$ cat src/verilog/cise_defines.svh
`ifndef CISE_DEFINES_SVH
`define CISE_DEFINES_SVH

`define CISE_ZERO8 8'h00
`define CISE_ONE8 8'h01
`define CISE_PC_ONE 15'h0001
`define CISE_PC_RESET 15'h0000
`define CISE_W_RESET 8'h00
`define CISE_ADDR_ZERO 7'h00
`define CISE_WDT_ZERO 8'h00
`define CISE_FLAG_SET 1'b1
`define CISE_FLAG_CLR 1'b0
`define CISE_DEST_W 1'b0
`define CISE_DEST_F 1'b1

`define CISE_REG_WREG 2'h0
`define CISE_REG_STATUS 2'h1
`define CISE_REG_PCL 2'h2
`define CISE_REG_PCH 2'h3

`define CISE_ST_Z 0
`define CISE_ST_PD 3
`define CISE_ST_TO 4

`endif

$ cat src/verilog/cise_pkg.sv
package cise_pkg;

	typedef enum logic [2:0]
	{
		OP_NOP,
		OP_WATCHDOG_CLEAR,
		OP_CALL_VIA_WREG,
		OP_COMPLEMENT_FILE,
		OP_CLEAR_FILE,
		OP_CLEAR_WREG,
		OP_DECREMENT_FILE,
		OP_DECREMENT_SKIP_ZERO
	} cise_op_t;

	typedef enum logic [1:0]
	{
		ST_EXEC,
		ST_CALL2,
		ST_SKIP
	} cise_state_t;

endpackage

$ cat src/verilog/cise_core_if.sv
interface cise_core_if;
	cise_pkg::cise_op_t op;
	logic [7:0] file_rdata;
	logic [7:0] result;
	logic zero;
	logic [7:0] w_val;
	logic [7:0] status_val;
	logic [14:0] pc_val;
	logic [1:0] reg_addr;
	logic reg_wr;
	logic reg_rd;
	logic [7:0] reg_wdata;
	logic w_wr;
	logic [7:0] rdata;

	modport alu_mp (input op, input file_rdata, output result, output zero);
	modport alu_user (output op, output file_rdata, input result, input zero);
	modport rp_mp (input w_val, input status_val, input pc_val, input reg_addr,
		input reg_wr, input reg_rd, input reg_wdata, output w_wr, output rdata);
	modport rp_user (output w_val, output status_val, output pc_val, output reg_addr,
		output reg_wr, output reg_rd, output reg_wdata, input w_wr, input rdata);
endinterface

$ cat src/verilog/cise_alu.sv
`include "cise_defines.svh"

module cise_alu
(
	cise_core_if.alu_mp bus
);
	wire [7:0] inverted;
	wire [7:0] decremented;

	assign inverted = ~bus.file_rdata;
	assign decremented = bus.file_rdata - `CISE_ONE8;

	// Clear ops and anything else fall through to zero
	assign bus.result = (bus.op == cise_pkg::OP_COMPLEMENT_FILE) ? inverted :
		(bus.op == cise_pkg::OP_DECREMENT_FILE ||
		bus.op == cise_pkg::OP_DECREMENT_SKIP_ZERO) ? decremented : `CISE_ZERO8;
	assign bus.zero = (bus.result == `CISE_ZERO8);
endmodule

$ cat src/verilog/cise_regport.sv
`include "cise_defines.svh"

module cise_regport
(
	input wire logic core_clk_i,
	input wire logic srst_i,
	cise_core_if.rp_mp bus
);
	logic [7:0] rdata_q;
	logic [7:0] rdata_d;
	wire [7:0] sel_data;

	assign bus.w_wr = bus.reg_wr && (bus.reg_addr == `CISE_REG_WREG);
	assign sel_data = (bus.reg_addr == `CISE_REG_WREG) ? bus.w_val :
		(bus.reg_addr == `CISE_REG_STATUS) ? bus.status_val :
		(bus.reg_addr == `CISE_REG_PCL) ? bus.pc_val[7:0] : {1'b0, bus.pc_val[14:8]};
	// Data valid only in the cycle after the strobe
	assign rdata_d = bus.reg_rd ? sel_data : `CISE_ZERO8;
	assign bus.rdata = rdata_q;

	always_ff @(posedge core_clk_i)
	begin
		if (srst_i)
			rdata_q <= `CISE_ZERO8;
		else
			rdata_q <= rdata_d;
	end
endmodule

$ cat src/verilog/cise_exec.sv
// The placing of the registers and the plain strobed port were decided locally.
`include "cise_defines.svh"

module cise_exec
(
	input wire logic core_clk_i,
	input wire logic srst_i,
	input wire logic op_valid_i,
	input wire cise_pkg::cise_op_t op_i,
	input wire logic [6:0] file_addr_i,
	input wire logic dest_sel_i,
	input wire logic [7:0] file_rdata_i,
	input wire logic [6:0] pc_upper_latch_i,
	input wire logic [1:0] reg_addr_i,
	input wire logic reg_wr_i,
	input wire logic reg_rd_i,
	input wire logic [7:0] reg_wdata_i,
	output logic op_ready_o,
	output logic file_we_o,
	output logic [6:0] file_addr_o,
	output logic [7:0] file_wdata_o,
	output logic [7:0] wreg_o,
	output logic [14:0] pc_o,
	output logic stack_push_o,
	output logic [14:0] stack_top_o,
	output logic wdt_clear_o,
	output logic [7:0] wdt_load_o,
	output logic prescaler_clear_o,
	output logic zero_flag_o,
	output logic timeout_flag_o,
	output logic power_down_flag_o,
	output logic [7:0] reg_rdata_o
);
	function automatic logic writes_dest(input cise_pkg::cise_op_t op);
		writes_dest = (op == cise_pkg::OP_COMPLEMENT_FILE) ||
			(op == cise_pkg::OP_DECREMENT_FILE) ||
			(op == cise_pkg::OP_DECREMENT_SKIP_ZERO);
	endfunction

	function automatic logic [14:0] inc_pc(input logic [14:0] pc);
		inc_pc = pc + `CISE_PC_ONE;
	endfunction

	cise_core_if cif();

	cise_pkg::cise_state_t state_q;
	cise_pkg::cise_state_t state_d;
	logic ready_q;
	logic [7:0] w_q;
	logic [7:0] w_d;
	logic [14:0] pc_q;
	logic [14:0] pc_d;
	logic z_q;
	logic z_d;
	logic to_q;
	logic to_d;
	logic pd_q;
	logic pd_d;
	logic fwe_q;
	logic [6:0] faddr_q;
	logic [7:0] fwdata_q;
	logic push_q;
	logic [14:0] top_q;
	logic wdt_q;
	logic [7:0] wdt_load_q;

	wire take;
	wire cise_pkg::cise_op_t op_x;
	wire is_wdt;
	wire is_call_via_wreg_op;
	wire is_clear_file_op;
	wire is_clear_wreg_op;
	wire is_skipop;
	wire is_zop;
	wire to_file;
	wire to_w;
	wire [7:0] status_byte;

	assign take = op_valid_i && ready_q;
	// Skipped slot still takes a fetch, but its opcode is dropped
	assign op_x = (state_q == cise_pkg::ST_SKIP) ? cise_pkg::OP_NOP : op_i;
	assign is_wdt = take && (op_x == cise_pkg::OP_WATCHDOG_CLEAR);
	assign is_call_via_wreg_op = take && (op_x == cise_pkg::OP_CALL_VIA_WREG);
	assign is_clear_file_op = take && (op_x == cise_pkg::OP_CLEAR_FILE);
	assign is_clear_wreg_op = take && (op_x == cise_pkg::OP_CLEAR_WREG);
	assign is_skipop = take && (op_x == cise_pkg::OP_DECREMENT_SKIP_ZERO);
	// Skip op kept out so its flags stand
	assign is_zop = take && (op_x == cise_pkg::OP_COMPLEMENT_FILE ||
		op_x == cise_pkg::OP_DECREMENT_FILE);

	assign cif.op = take ? op_x : cise_pkg::OP_NOP;
	assign cif.file_rdata = file_rdata_i;

	assign to_file = is_clear_file_op || (take && writes_dest(op_x) && dest_sel_i == `CISE_DEST_F);
	assign to_w = is_clear_wreg_op || (take && writes_dest(op_x) && dest_sel_i == `CISE_DEST_W);

	// Instruction write to W beats a same-cycle software write
	assign w_d = to_w ? cif.result : (cif.w_wr ? reg_wdata_i : w_q);
	assign z_d = (is_clear_file_op || is_clear_wreg_op) ? `CISE_FLAG_SET : (is_zop ? cif.zero : z_q);
	assign to_d = is_wdt ? `CISE_FLAG_SET : to_q;
	assign pd_d = is_wdt ? `CISE_FLAG_SET : pd_q;
	assign pc_d = is_call_via_wreg_op ? {pc_upper_latch_i, w_q} : (take ? inc_pc(pc_q) : pc_q);

	always_comb
	begin
		state_d = state_q;
		case (state_q)
			cise_pkg::ST_EXEC:
			begin
				if (is_call_via_wreg_op)
					state_d = cise_pkg::ST_CALL2;
				else if (is_skipop && cif.zero)
					state_d = cise_pkg::ST_SKIP;
			end
			cise_pkg::ST_CALL2:
				state_d = cise_pkg::ST_EXEC;
			cise_pkg::ST_SKIP:
			begin
				if (take)
					state_d = cise_pkg::ST_EXEC;
			end
			default:
				state_d = cise_pkg::ST_EXEC;
		endcase
	end

	cise_alu u_alu
	(
		.bus(cif.alu_mp)
	);

	assign status_byte = ({7'h00, z_q} << `CISE_ST_Z) | ({7'h00, pd_q} << `CISE_ST_PD) |
		({7'h00, to_q} << `CISE_ST_TO);
	assign cif.w_val = w_q;
	assign cif.status_val = status_byte;
	assign cif.pc_val = pc_q;
	assign cif.reg_addr = reg_addr_i;
	assign cif.reg_wr = reg_wr_i;
	assign cif.reg_rd = reg_rd_i;
	assign cif.reg_wdata = reg_wdata_i;

	cise_regport u_regport
	(
		.core_clk_i(core_clk_i),
		.srst_i(srst_i),
		.bus(cif.rp_mp)
	);

	always_ff @(posedge core_clk_i)
	begin
		if (srst_i)
		begin
			state_q <= cise_pkg::ST_EXEC;
			ready_q <= `CISE_FLAG_CLR;
			w_q <= `CISE_W_RESET;
			pc_q <= `CISE_PC_RESET;
			z_q <= `CISE_FLAG_CLR;
			to_q <= `CISE_FLAG_SET;
			pd_q <= `CISE_FLAG_SET;
		end
		else
		begin
			state_q <= state_d;
			ready_q <= (state_d != cise_pkg::ST_CALL2);
			w_q <= w_d;
			pc_q <= pc_d;
			z_q <= z_d;
			to_q <= to_d;
			pd_q <= pd_d;
		end
	end

	// Side-effect strobes, one cycle each
	always_ff @(posedge core_clk_i)
	begin
		if (srst_i)
		begin
			fwe_q <= `CISE_FLAG_CLR;
			faddr_q <= `CISE_ADDR_ZERO;
			fwdata_q <= `CISE_ZERO8;
			push_q <= `CISE_FLAG_CLR;
			top_q <= `CISE_PC_RESET;
			wdt_q <= `CISE_FLAG_CLR;
			wdt_load_q <= `CISE_WDT_ZERO;
		end
		else
		begin
			fwe_q <= to_file;
			faddr_q <= file_addr_i;
			fwdata_q <= cif.result;
			push_q <= is_call_via_wreg_op;
			top_q <= is_call_via_wreg_op ? inc_pc(pc_q) : top_q;
			wdt_q <= is_wdt;
			wdt_load_q <= `CISE_WDT_ZERO;
		end
	end

	assign op_ready_o = ready_q;
	assign file_we_o = fwe_q;
	assign file_addr_o = faddr_q;
	assign file_wdata_o = fwdata_q;
	assign wreg_o = w_q;
	assign pc_o = pc_q;
	assign stack_push_o = push_q;
	assign stack_top_o = top_q;
	assign wdt_clear_o = wdt_q;
	assign wdt_load_o = wdt_load_q;
	assign prescaler_clear_o = wdt_q;
	assign zero_flag_o = z_q;
	assign timeout_flag_o = to_q;
	assign power_down_flag_o = pd_q;
	assign reg_rdata_o = cif.rdata;
endmodule

$ cat config.mk
export PLATFORM = sky130hd
export DESIGN_NAME = cise_exec
export DESIGN_NICKNAME = d
export VERILOG_FILES = /design/src/verilog/cise_pkg.sv /design/src/verilog/cise_core_if.sv /design/src/verilog/cise_alu.sv /design/src/verilog/cise_regport.sv /design/src/verilog/cise_exec.sv
export VERILOG_INCLUDE_DIRS = /design/src /design/src/verilog
export SDC_FILE = /design/constraint.sdc
export NUM_CORES = 1
export LEC_CHECK = 0
export BUFFER_PORTS_ARGS = -buffer_cell sky130_fd_sc_hd__buf_2
export CAP_MARGIN = 20
export CORE_MARGIN = 2
export CORE_UTILIZATION = 51
export DETAILED_ROUTE_END_ITERATION = 10
export PLACE_DENSITY = 0.87
export SYNTH_ARGS = -nofsm -noshare
export SYNTH_HDL_FRONTEND = slang
export SYNTH_HIERARCHICAL = 1
export SYNTH_SLANG_ARGS = --single-unit
$ cat constraint.sdc
create_clock -name core_clk_i -period 3.4 [get_ports core_clk_i]
set_input_delay 0.85 -clock core_clk_i [delete_from_list [all_inputs] [get_ports core_clk_i]]
set_output_delay 0.85 -clock core_clk_i [all_outputs]
set_load 0.01 [all_outputs]
Word level (Yosys, flattened, before mapping)
Cells that the tools add are included.

operators by class
  multiplexer cells = 17
  equality and inequality tests = 14
  bitwise gates (word level) = 3
  $add $sub $neg = 2
  reductions and logical operators = 25

operators by type and width
  operator               count
  $mux 8                 7
  $mux 15                2
  $eq 3x3->1 const B     6
  $add 15x1->15 const B  1
  $logic_and 1x1->1      12
  $eq 3x2->1 const B     3
  $logic_not 8->1        1
  $not 8->8              1
  $sub 8x1->8 const B    1
  $logic_or 1x1->1       6
  $mux 2                 3
  $mux 3                 2
  $reduce_bool 2->1      3
  $eq 2x2->1 const B     2
  $logic_not 2->1        2
  $pmux 2 s2             1
  $eq 3x1->1 const B     1
  $eq 2x1->1 const B     1
  $mux 1                 2
  $ne 2x1->1 const B     1
  $not 1->1              2
  $reduce_or 2->1        1

word-level totals
  register bits after elaboration = 68
  output and inout port bits = 77
  bits of input ports = 41
  logic and storage cells = 73

Longest topological paths before layout
  depth in word-level cells = 13
  mapped depth = 15
  mapped depth without buffers = 12

Cells and area by module
Netlist, hierarchy kept.

by module, submodules not included
  module        area each (µm²)  seq. area each (µm²)  instances  cells an instance
  cise_exec     2813.9           1201.2                1          319
  cise_regport  427.9            160.2                 1          39
  cise_alu      282.8            0.0                   1          41

Worst setup path before layout
No wires, ideal clock.

  kind = input-to-reg
  start point = in op_valid_i
  end point = reg state_q[1]
  data required time = 3322 ps
  buffers on the path = 3
  arrival time = 3050 ps
  cell stages on the path = 14
  slack = 272 ps
  cells stage by stage = and2_1 > clkbuf_1 > clkbuf_1 > and3_1 > and3b_1 > buf_6 > a31oi_1 > xnor2_1 > nor2_2 > nor4_2 > nand4_1 > nor3_1 > a21oi_1 > nor3_1

on the way
  cells in the longest elaborated chain, start to end = 11
  elaborated cells between the ends (all ways) = 16
  classes of those cells = eq/ne (3); mux (7); reduce/logical (6)

RTL lines
  element                               RTL line                        RTL
  start: declaration                    cise_exec.sv:8                  input wire logic op_valid_i,
  $logic_and 1x1->1 (*)                 cise_exec.sv:79                 assign take = op_valid_i && ready_q;
  $mux 3 (*)                            cise_exec.sv:91                 assign cif.op = take ? op_x : cise_pkg::OP_NOP;
  net cif.op[2]                         cise_core_if.sv:2               cise_pkg::cise_op_t op;
  $eq 3x3->1, on equally long branches  cise_alu.sv:15, cise_alu.sv:16
  $logic_or 1x1->1                      cise_alu.sv:15                  (bus.op == cise_pkg::OP_DECREMENT_FILE ||
  $mux 8 (no line)                      -
  $mux 8 (no line) (*)                  -
  net cif.result[6]                     cise_core_if.sv:4               logic [7:0] result;
  $logic_not 8->1 (no line) (*)         -
  net cif.zero                          cise_core_if.sv:5               logic zero;
  $logic_and 1x1->1 (*)                 cise_exec.sv:112                else if (is_skipop && cif.zero)
  $mux 2 (*)                            cise_exec.sv:112
  $mux 2 (*)                            cise_exec.sv:110                if (is_call_via_wreg_op)
  $pmux 2 s2 (*)                        cise_exec.sv:107                case (state_q)
  end signal: assignment                cise_exec.sv:153                state_q <= cise_pkg::ST_EXEC;
  end signal: assignment                cise_exec.sv:163                state_q <= state_d;
  end: declaration                      cise_exec.sv:46                 cise_pkg::cise_state_t state_q;

The timed path passes the listed nets; every way through them passes the cells marked *.
A chain may end at the register's enable or synchronous reset.

Final worst setup path
Ends and elaborated chain as after synthesis.

==> key figures <==
Logic synthesis
  – Post-synth top cells: dfxtp_1 (68), nor2_1 (33), a211oi_1 (26), mux2i_1 (26), nor2b_1 (20)
  – Largest family of logic cells by synthesized area: simple AND/OR/NAND/NOR gates
  – EDFF count, synth: 0
  – Share of the synthesized area in the top cell type: 38.6%
  – Synth top area cells: dfxtp_1 (39%), mux2i_1 (7.4%), a211oi_1 (5.5%)
  – Async SR Flop Fraction: 0%
  – Synth warn: 6
  – Simple-gate share of the synthesized area: 23.0%
  – Mux cell area share after synthesis: 7.38%
  – Xor/xnor cell area share of the yosys netlist: 3.98%
  – Most common cell in the netlist: dfxtp_1
  – Compound-Gate Fraction of Synth Area: 18.5%
  – Mapped Cells: 399
  – Synth Cell Area: 3520 µm²
  – Register area share after synthesis: 38.6%
  – Largest area contributor in the netlist: dfxtp_1
  – Count of cell types in the netlist: 58
  – Post-Syn Area per Cell: 8.83 µm²
  – Adder-cell area share of the yosys netlist: 0.710%
  – Ys flop type: dfxtp_1
  – #FFs+latches synth: 68

CTS
  – Gates resized, CTS repair: 0
  – Clock Latency Late Sink: 0.34 ns
  – CTS clk-pin slew, worst paths: 0.07 ns
  – Post-CTS Setup Bufs: 0
  – CTS max path bufs: 2
  – Sinks on Clock Net: 68
  – Clk root buf: clkbuf_8
  – CTS tree: yes
  – TritonCTS buffer count: 9
  – H-tree depth: 3
  – Hold buffers post-CTS: 0

Die
  – Area of the core: 6760 µm²
  – Die width: 87.1 µm
  – Initial cell density of the core: 52.2%
  – Die area: 7590 µm²
  – Chip Height: 87.1 µm
  – Top-Level Pins: 118
  – Cell row count: 30

STA
  – Final setup fails: 0
  – Total negative slack: 0 ns
  – Rel. slew slack: 52.0%
  – RSZ-0062 raised after global routing: false
  – Final hold slack: 0.467 ns
  – Least-Margin Pin Slew: 0.720 ns
  – Final period utilization: 84.1%
  – Slew Limit Fails: 0
  – Clk_skew: 0.00932 ns
  – Fin crit period: 2.86 ns
  – Peak Freq: 350 MHz
  – Final Hold Viols: 0

Route
  – Routed wire length: 9.44 mm
  – Via density: 5.82
  – Residual DRC: 0
  – Post-route ant nets: 0
  – Initial drt markers: 232
  – Initial DRT Pass Iterations: 5
  – DR WL/cell: 16.1 µm
  – Via count: 3,405

Outcome
  – Status: finished clean

Placed design
  – Port bufs: 107
  – HPWL after DPL: 6.76 mm
  – Routability Congestion: 0.908

GRT
  – Total gr overflow: 0
  – First-pass GRT wire length: 14.7 mm
  – Total GRT Usage: 24.7%
  – Largest net degree at the start of global routing: 40
  – Number of global-route vias before repair: 3,047
  – Initial antenna violation count: 0

Pwr
  – Worst VDD drop: 0.230 mV
  – Total power: 1.71 mW
  – Switch share: 27.3%
  – Sequential power share: 49.7%
  – P_leak: 1.79 nW
  – Power Density: 404 nW/µm²
  – Psw: 467 µW
  – Clk pwr share: 38.2%
  – Cell Int Power: 1.25 mW
  – Combinational Power Share: 12.2%

Setup path
  – Worst setup EP type: flop
  – Worst Path Required: 3.66 ns
  – CP startpoint kind: input pin
  – Arrival time of the worst setup path: 3.12 ns
  – Setup CP Type: in2reg
  – CP max FO: 6

Layout
  – Nets: 543
  – Area delta synth->final: 20.3%
  – # diodes: 0
  – Share of layout cells above drive strength 1: 27.9%

Run
  – Maxcap violations: 0

Worst hold path
  – Hold Path Class: reg2reg
## kinds of logic after synthesis
family	count (synthesis)
and+or+nand+nor	142
other	2
AOI/OAI and AO/OA	93
adders and majority gates	2
buffers and inverters	50
xor gates and xnor gates	16
muxes	26
DFF	68
## power groups by stage
stage | clock, mW | sequential (mW) | combinational (mW)
5_1_grt | 0.697 | 0.854 | 0.229
3_5_place_dp | 0 | 0.868 | 0.206
2_1_floorplan | 0 | 0.873 | 0.131
3_3_place_gp | 0 | 0.867 | 0.200
4_1_cts | 0.658 | 0.850 | 0.207
6_report | 0.653 | 0.850 | 0.209
## metal layers
layer	vias to the layer above	GRT usage [%]	part of all wire, %
li1	1632	-	-
met1	1611	31.8	42
met2	140	40.9	49
met3	22	3.60	6.2
met4	0	11.0	2.5
met5	-	0	0
## layout by cell type, fill, tap and decap left out, types with 3 or more instances in the layout
cell,instances
dfxtp_1,68
mux2i_1,26
o21a_1,4
buf_4,9
nand2_1,16
nor2_1,33
o21ai_0,9
a21oi_1,9
xnor2_1,11
nand3_1,8
nor4_1,4
o31ai_1,3
nand3b_1,7
o22ai_1,8
nand4_1,5
inv_1,8
and4_1,3
a22oi_1,6
and3_1,5
nor3b_1,3
clkbuf_8,9
conb_1,17
a211oi_1,26
a311oi_1,3
clkinv_2,4
buf_2,107
a31oi_1,13
xor2_1,5
nor3_1,17
nand2b_1,5
nor2b_1,20
## path summary, 6_finish.rpt
| check | start | endpoint | depth (start not counted) | slack (ns) |
|---|---|---|---|---|
| setup / recovery | op_valid_i | state_q[1] | 13 | 0.54 |
| hold / removal | stack_top_o[0] | stack_top_o[0] | 2 | 0.47 |
| setup reg to reg | state_q[0] | state_q[1] | 12 | 0.75 |
| hold reg to reg | stack_top_o[0] | stack_top_o[0] | 2 | 0.47 |
## critical path: stages
cell	delay [ns]
buf_2	0.08
and2_1	0.19
nand2_1	0.09
nor2_1	0.24
and3b_1	0.40
a31oi_1	0.09
xnor2_1	0.23
nor2_2	0.08
nor4_2	0.35
nand4_1	0.13
nor3_1	0.14
a21oi_1	0.06
nor3_1	0.17
## through the flow
stage / instances / cell area, µm² / util, % / setup WS (ns)
2_1_floorplan: 414 / 3580 / - / 0.272
3_3_place_gp: 569 / 4050 / 59.9 / 0.383
3_5_place_dp: 569 / 4050 / 59.9 / 0.223
4_1_cts: 585 / 4240 / 62.7 / 0.567
5_1_grt: 585 / 4240 / 62.7 / 0.240
6_report: 585 / 4240 / 62.7 / 0.541
## cell type report
cell class / count / area (µm²)
fillers: 596 / 2520
multi-input cells: 296 / 1950
flip-flops and latches: 68 / 1360
repair buffers: 116 / 603
clock buffers: 9 / 124
well taps: 80 / 100
clock inverters: 7 / 67.6
inverters: 9 / 33.8
## flip-flops by register name (all words and copies together), names as in the netlist
signal and cells:
op_ready_o 1, wreg_o 8, file_we_o 1, pc_o 15, stack_top_o 15, stack_push_o 1
prescaler_clear_o 1, state_q 2, file_wdata_o 8, u_regport/bus.rdata 8, zero_flag_o 1, file_addr_o 7
No activity file was read; power rests on OpenSTA's default activity.
